### src/hw/sps_pkg.sv
// Constants and types shared by the parallel-in serial-out shifter
// Functional notes
// Eight stages form one parallel/serial shift chain
// Capture select low loads taps A-H continuously
// Tap changes reach stages without shift edges
// During capture, outputs follow tap H and complement
// Select high without edge keeps all stages
// Shift edge: serial in to first, rest advance
// Old last-stage value is dropped on shift
// Outputs always show last stage and complement
// Edge block high suppresses shifts from clock
// Clock and edge block inputs are interchangeable
// No documented power-up value; controller loads first
// Shift on rising edge of clock OR block
package sps_pkg;

    localparam int unsigned SPS_STAGES     = 8;            // Length of shift chain
    localparam int unsigned SPS_SYNC_DEPTH = 2;            // Flops per pin synchroniser
    localparam logic [7:0]  SPS_STAGE_RST  = 8'h00;        // Chain value after reset
    localparam logic        SPS_BIT_RST    = 1'h0;         // Single flop value after reset

    // Synchroniser state: two ranks per pin
    typedef struct packed {
        logic [1:0] cap;                                    // Capture select ranks
        logic [1:0] clk;                                    // Shift clock pin ranks
        logic [1:0] blk;                                    // Edge block ranks
        logic [1:0] ser;                                    // Serial input ranks
        logic [7:0] tap_a;                                  // First rank of taps
        logic [7:0] tap_b;                                  // Second rank of taps
    } sps_sync_state_t;

    // Core state of the shifter
    typedef struct packed {
        logic [7:0] stage;                                  // Chain, bit 0 first, bit 7 last
        logic       gated_prev;                             // Last gated clock level
        logic       out_true;                               // Registered serial output
        logic       out_inv;                                // Registered inverted output
    } sps_core_state_t;

endpackage

### src/hw/sps_pin_if.sv
// Synchronised pin levels passed from the synchroniser to the shifter core
`timescale 1ns/100ps
interface sps_pin_if;
    logic       capture_select;                             // High shifts, low captures
    logic       shift_clk;                                  // Shift clock pin level
    logic       edge_block;                                 // Clock block pin level
    logic       serial_in;                                  // Serial data pin level
    logic [7:0] taps;                                       // Parallel taps A..H

    // Synchroniser drives, core reads
    modport src (output capture_select, shift_clk, edge_block, serial_in, taps);
    modport dst (input  capture_select, shift_clk, edge_block, serial_in, taps);
endinterface

### src/hw/sps_pin_sync.sv
// Two-flop synchroniser for all shifter pins
`timescale 1ns/100ps
module sps_pin_sync (
    input  wire logic       i_sys_clk,                      // System clock
    input  wire logic       i_sys_rst,                      // Async reset, active high
    input  wire logic       i_capture_select,               // Raw capture select pin
    input  wire logic       i_shift_clk,                    // Raw shift clock pin
    input  wire logic       i_edge_block,                   // Raw edge block pin
    input  wire logic       i_serial_in,                    // Raw serial input pin
    input  wire logic [7:0] i_taps,                         // Raw taps A..H
    sps_pin_if.src          pins                            // Synchronised levels
);
    import sps_pkg::*;

    sps_sync_state_t st;                                    // Present ranks
    sps_sync_state_t next_st;                               // Next ranks

    // First rank takes pins, second rank takes first rank only
    always_comb begin
        next_st.cap   = {st.cap[0], i_capture_select};
        next_st.clk   = {st.clk[0], i_shift_clk};
        next_st.blk   = {st.blk[0], i_edge_block};
        next_st.ser   = {st.ser[0], i_serial_in};
        next_st.tap_a = i_taps;
        next_st.tap_b = st.tap_a;
    end

    // Register all ranks
    always_ff @(posedge i_sys_clk or posedge i_sys_rst) begin
        if (i_sys_rst) begin
            st <= '0;
        end else begin
            st <= next_st;
        end
    end

    // Only second ranks leave this module
    assign pins.capture_select = st.cap[1];
    assign pins.shift_clk      = st.clk[1];
    assign pins.edge_block     = st.blk[1];
    assign pins.serial_in      = st.ser[1];
    assign pins.taps           = st.tap_b;

endmodule // sps_pin_sync

### src/hw/sps_shifter.sv
// Eight-stage parallel-in serial-out shift register, top level
`timescale 1ns/100ps
module sps_shifter (
    input  wire logic       i_sys_clk,                      // System clock, 20 MHz
    input  wire logic       i_sys_rst,                      // Async reset, active high
    input  wire logic       i_capture_select,               // Low captures taps, high shifts
    input  wire logic       i_shift_clk,                    // Shift clock pin
    input  wire logic       i_edge_block,                   // Clock block pin
    input  wire logic       i_serial_in,                    // Serial data into first stage
    input  wire logic [7:0] i_taps,                         // Parallel taps, bit 0 = A
    output logic            o_serial_out,                   // Last stage
    output logic            o_serial_out_n                  // Complement of last stage
);
    import sps_pkg::*;

    sps_pin_if       pins ();                               // Synchronised pin levels
    sps_core_state_t st;                                    // Present core state
    sps_core_state_t next_st;                               // Next core state
    logic            gated;                                 // Clock OR block
    logic            shift_ev;                              // One-cycle shift event

    // Every pin passes two flops before the core looks at it
    sps_pin_sync u_sync (
        .i_sys_clk        (i_sys_clk),
        .i_sys_rst        (i_sys_rst),
        .i_capture_select (i_capture_select),
        .i_shift_clk      (i_shift_clk),
        .i_edge_block     (i_edge_block),
        .i_serial_in      (i_serial_in),
        .i_taps           (i_taps),
        .pins             (pins)
    );

    // Either input high masks edges on the other
    assign gated    = pins.shift_clk | pins.edge_block;
    assign shift_ev = pins.capture_select & gated & ~st.gated_prev;

    // Next state of chain and outputs
    always_comb begin
        next_st            = st;
        next_st.gated_prev = gated;
        if (!pins.capture_select) begin
            // Capture: taps overwrite every stage each cycle
            next_st.stage = pins.taps;
        end else if (shift_ev) begin
            // Shift: serial in enters, bit 7 falls off the end
            next_st.stage = {st.stage[6:0], pins.serial_in};
        end else begin
            // No edge: chain holds
            next_st.stage = st.stage;
        end
        // Outputs mirror the new last stage in the same cycle
        next_st.out_true = next_st.stage[SPS_STAGES-1];
        next_st.out_inv  = ~next_st.stage[SPS_STAGES-1];
    end

    // Register core state; reset gives a defined start value
    always_ff @(posedge i_sys_clk or posedge i_sys_rst) begin
        if (i_sys_rst) begin
            st.stage      <= SPS_STAGE_RST;
            st.gated_prev <= SPS_BIT_RST;
            st.out_true   <= SPS_BIT_RST;
            st.out_inv    <= ~SPS_BIT_RST;
        end else begin
            st <= next_st;
        end
    end

    // Outputs straight from flops
    assign o_serial_out   = st.out_true;
    assign o_serial_out_n = st.out_inv;

    // Capture loads taps one cycle later
    load_follow_a: assert property (@(posedge i_sys_clk) disable iff (i_sys_rst)
        !pins.capture_select |=> st.stage == $past(pins.taps))
        else $error("stages did not follow taps in capture");

    // Tap change in capture reaches stage without any shift edge
    tap_async_a: assert property (@(posedge i_sys_clk) disable iff (i_sys_rst)
        (!pins.capture_select && !gated && $changed(pins.taps))
        |=> st.stage == $past(pins.taps))
        else $error("tap change lost while capturing");

    // Capture outputs show tap H and its complement
    load_out_a: assert property (@(posedge i_sys_clk) disable iff (i_sys_rst)
        !pins.capture_select |=> (o_serial_out == $past(pins.taps[7]))
        && (o_serial_out_n == !$past(pins.taps[7])))
        else $error("capture outputs not tap H");

    // No edge means no change
    hold_a: assert property (@(posedge i_sys_clk) disable iff (i_sys_rst)
        (pins.capture_select && !(gated && !st.gated_prev)) |=> $stable(st.stage))
        else $error("stages changed without shift edge");

    // Shift moves chain one place and drops the last bit
    shift_step_a: assert property (@(posedge i_sys_clk) disable iff (i_sys_rst)
        shift_ev |=> st.stage == {$past(st.stage[6:0]), $past(pins.serial_in)})
        else $error("shift step wrong");

    // Outputs always track last stage
    out_match_a: assert property (@(posedge i_sys_clk) disable iff (i_sys_rst)
        (o_serial_out == st.stage[7]) && (o_serial_out_n != o_serial_out))
        else $error("outputs differ from last stage");

    // Clock edges under a held block do nothing
    block_hold_a: assert property (@(posedge i_sys_clk) disable iff (i_sys_rst)
        (pins.capture_select && pins.edge_block && $past(pins.edge_block))
        |=> $stable(st.stage))
        else $error("shift while edge block high");

    // Block rising with clock low acts as a shift
    block_edge_a: assert property (@(posedge i_sys_clk) disable iff (i_sys_rst)
        (pins.capture_select && !pins.shift_clk && !$past(pins.shift_clk)
        && $rose(pins.edge_block))
        |=> st.stage == {$past(st.stage[6:0]), $past(pins.serial_in)})
        else $error("edge block rise did not shift");

    // Clock rising while block high gives no shift
    or_edge_a: assert property (@(posedge i_sys_clk) disable iff (i_sys_rst)
        ($rose(pins.shift_clk) && $past(pins.edge_block) && pins.edge_block)
        |-> !shift_ev)
        else $error("masked clock edge shifted");

endmodule // sps_shifter

### config.mk
export PLATFORM = sky130hd
export DESIGN_NAME = sps_shifter
export DESIGN_NICKNAME = d
export VERILOG_FILES = /design/src/hw/sps_pkg.sv /design/src/hw/sps_pin_if.sv /design/src/hw/sps_pin_sync.sv /design/src/hw/sps_shifter.sv
export SDC_FILE = /design/constraint.sdc
export NUM_CORES = 1
export LEC_CHECK = 0
export BUFFER_PORTS_ARGS = -buffer_cell sky130_fd_sc_hd__buf_2
export CORE_UTILIZATION = 57
export CTS_CLUSTER_DIAMETER = 120
export CTS_CLUSTER_SIZE = 25
export DETAILED_ROUTE_END_ITERATION = 16
export HOLD_SLACK_MARGIN = 0.03
export PLACE_DENSITY = 0.8
export SETUP_SLACK_MARGIN = 0.15
export SYNTH_ARGS = -nofsm -noshare
export SYNTH_HDL_FRONTEND = slang
export SYNTH_SLANG_ARGS = --single-unit
### constraint.sdc
create_clock -name i_sys_clk -period 2.35 [get_ports i_sys_clk]
set_input_delay 0.235 -clock i_sys_clk [delete_from_list [all_inputs] [get_ports i_sys_clk]]
set_output_delay 0.235 -clock i_sys_clk [all_outputs]
set_load 0.01 [all_outputs]
# == Yosys cells after proc, flatten, opt, wreduce, memory -nomap -nowiden ==
# Cells that the tools add are included.
# classes
bitwise_logic,5
n_eq_ne,1
muxes,2
# op_table
operator,count
8-bit two-way mux,2
1-bit AND,2
2-bit != test (second input constant),1
1-bit inverter,2
1-bit OR,1
# totals
output_inout_bits,2
regBits,34
input_bits,14

# == Depth between registers and ports, before layout ==
# logic_depth
ltp_word,6
depth_mapped,4
ltp_nobuf,3

# == By module ==
# A second synthesis with hierarchy kept.
# unflattened
hier_cells,58
area_unflattened_um2,1069.8
# modules_own_cells
mod,instances,cells_each,area_each_um2
sps_pin_sync,1,25,604.3
sps_shifter,1,33,465.4

# == Least setup slack after synthesis ==
# Ideal clock, no wire load.
# synth_timing
path_kind,register to register
startpoint,register st[2] (netlist bit)
endpoint,register st[9] (netlist bit)
path_buffers,1
required_ns,2.224
arrival_time_ns,0.991
setup_time_ns,0.126
stages_incl_launch_ff,4
synth_period_minus_slack_ns,1.117
path_slack_ns,1.233
path_cell_list,dfrtp_1 -> o21a_1 -> buf_2 -> a221o_1
# synth_via
elab_chain_len,3
# synth_lines
item,line,source
"start, declared",sps_shifter.sv:17,sps_core_state_t st;
"start signal, assigned",sps_shifter.sv:65,st <= next_st;
1-bit inverter,sps_shifter.sv:36,assign shift_ev = pins.capture_select & gated & ~st.gated_prev;
1-bit AND,sps_shifter.sv:36,
2-bit != test (no source line),n/a,
# Every way passes these cells.
# A chain may end at the register's enable or synchronous reset.

# == Worst setup path in the final report ==
# layout_timing
startpoint,register st (netlist bit o_serial_out_n)
endpoint,output o_serial_out_n
# layout_rtl
item,line,source
"end, declared",sps_shifter.sv:12,output logic o_serial_out_n
# No word-level cell between the ends.

==> flow_summary.yaml <==
route:
  vias: 564
  wire_per_inst_um: 13.39
  ant_nets: 0
  routed_via_density: 4.780
  drt_first_pass_iters: 3
  drc: 0
  wirelength_um: 1580
  drtIter0Drc: 5
grt:
  grt-ovfl-total: 0
  grt_max_degree: 35
  antenna_found_initial: 0
  grt_pass1_wl_um: 2608
  first_global_vias: 583
  grt_use_total_pct: 20.94
floorplan:
  die_x_um: 45.25
  die_y_um: 45.25
  io_pins: 16
  coreArea_um2: 1745
  die_area_um2: 2047
  num_rows: 15
  initial_core_util_pct: 61.08
place:
  portBuffers: 15
  dp_slack_ps: 1202
  gp_congestion: 0.7124
  post_dp_cell_area_um2: 1175
logic_synthesis:
  syn-num-nets: 71
  seq_area_frac_synth_pct: 79.93
  avgSynthCellArea_um2: 18.70
  yosysUniqueCellTypes: 10
  syn_inst: 57
  syn_area_um2: 1066
  yosysWarnings: 0
  ys_seq_elements: 34
timing:
  period_needed_ps: 1200
  finalHoldViolCount: 0
  tightest_slew_ps: 391.3
  tns_ps: 0
  setup_viol: 0
  finalCritPeriodShare_pct: 51.04
  skew_ps: 15.58
  holdWs_ps: 346.9
  rsz0062_at_grt: "no"
  relSlewSlack_pct: 73.92
  fmax_ghz: 0.8337
  fin_ws_ps: 1150
  maxSlewViolCount: 0
setup_path:
  crit_chain: "buf_2"
  crit_buf_inv: 1
  cp_max_fo: 1
  cp_slowest_cell: "dfstp_2"
  endpoint_kind: "primary output"
  max_stage_delay_ps: 520
  cp-start-kind: "flop"
  path_delay_family: "flip-flops"
  required_ps: 2120
  worstPathArrival_ps: 960
  critPathKind: "reg2out"
clocking:
  cts_root_buffer: "clkbuf_4"
  clk_path_buf_depth: 2
  cts_resized: 0
  clkSinkCount: 34
  cts_tree: "done"
  clkTransAtPathRegs_ps: 100
  htree_levels: 2
  post_cts_buffers: 0
  worstSkewPairLatency_ps: 330
  cts_buffers: 5
pwr:
  p_per_area_nw_per_um2: 748.8
  intPower_uw: 788.0
  power.leakage_uw: 0.0006296
  power_frac_seq_pct: 63.2
  p_sw_share_pct: 22.40
  ir_drop_uv: 543.3
  clkPwrFrac_pct: 28.7
  power_switching_uw: 227.5
  p_comb_share_pct: 8.1
min_path:
  hold_class: "reg2reg"
flow_run:
  maxCapViolCount: 0
final_layout:
  num_antenna_cells: 0
  area_growth_pct: 27.23
  final_layout_size_suffix_gt1_share_pct: 36.56
  final_nets: 106
  mostFrequentLayoutCells: "33 x dfrtp_1, 15 x buf_2, 13 x dlygate4sd3_1, 8 x and2b_4, 8 x a221o_1"
  fin_area_um2: 1356
  layout_commonest_cell: "dfrtp_1"
outcome:
  status: "complete, no violations"
==> path summary, 6_finish.rpt <==
check | start | endpoint | slack [ps] | cells after the start
worst min register to register | u_sync.next_st[2] | u_sync.pins.taps[2] | 350 | 0
max in group asynchronous | i_sys_rst | o_serial_out_n | 1490 | 4
worst min-delay path | u_sync.next_st[2] | u_sync.pins.taps[2] | 350 | 0
worst max register to register | st[2] | st[3] | 1180 | 2
worst max-delay path | o_serial_out_n | o_serial_out_n | 1150 | 1
min in group asynchronous | i_sys_rst | u_sync.next_st[5] | 530 | 4
==> cells by family after synthesis <==
family,share of synthesized area (%)
AO/OA/AOI/OAI,9.038
buffers and inverters,1.174
flip-flops,79.93
AND/OR/NAND/NOR,9.860
==> routing by layer <==
layer | up-vias | global-route usage (%) | routed length (µm)
li1 | 271 | - | -
met1 | 269 | 22.75 | 655
met2 | 17 | 31.30 | 778
met3 | 7 | 11.20 | 98
met4 | 0 | 14.55 | 47
met5 | - | 0 | 0
==> repair_timing <==
item	in CTS	in global routing
hold buffers	13	0
endpoints found under the hold margin	45	0
endpoints found under the setup margin	0	0
==> Yosys cell counts <==
library cell	number	area share, %
a221oi_1	1	0.82
buf_2	1	0.47
dfstp_2	1	2.5
inv_1	2	0.70
nor2_2	1	0.59
o21a_1	1	0.70
dfrtp_1	33	77
a221o_1	8	7.5
and2b_4	8	7.5
nor3b_4	1	1.8
==> power by group through the flow <==
stage / clock [µW] / sequential (µW) / combinational, µW
3_3_place_gp: 0 / 652 / 63.1
5_1_grt: 327 / 647 / 91.1
2_1_floorplan: 0 / 650 / 43.0
3_5_place_dp: 0 / 654 / 65.5
6_report: 291 / 642 / 82.1
4_1_cts: 296 / 643 / 81.8
==> stage by stage <==
step / utilization [%] / power, µW / instances
after global routing: 77.71 / 1065 / 118
after detailed placement: 67.31 / 719.8 / 97
final: 77.71 / 1016 / 118
after global placement: 67.31 / 714.9 / 97
after CTS: 77.71 / 1021 / 118
after floorplan: - / 693.3 / 57
==> flip-flops by register name, indices dropped and copies added, names as in the netlist, named ones only <==
name	flops
u_sync.next_st	12
u_sync.pins.serial_in	1
o_serial_out_n	1
u_sync.pins.capture_select	1
u_sync.pins.shift_clk	1
u_sync.pins.taps	8
st	8
u_sync.pins.edge_block	1
==> final cells by class <==
type,count,area (µm²)
tap,25,31.28
clock inverter,2,10.01
clock buffer,6,41.29
sequential,34,852.1
multi-input combinational,20,201.4
timing repair buffer,29,212.7
inverter,2,7.507
fill,108,389.1
Power figures use the tool's default switching activity.
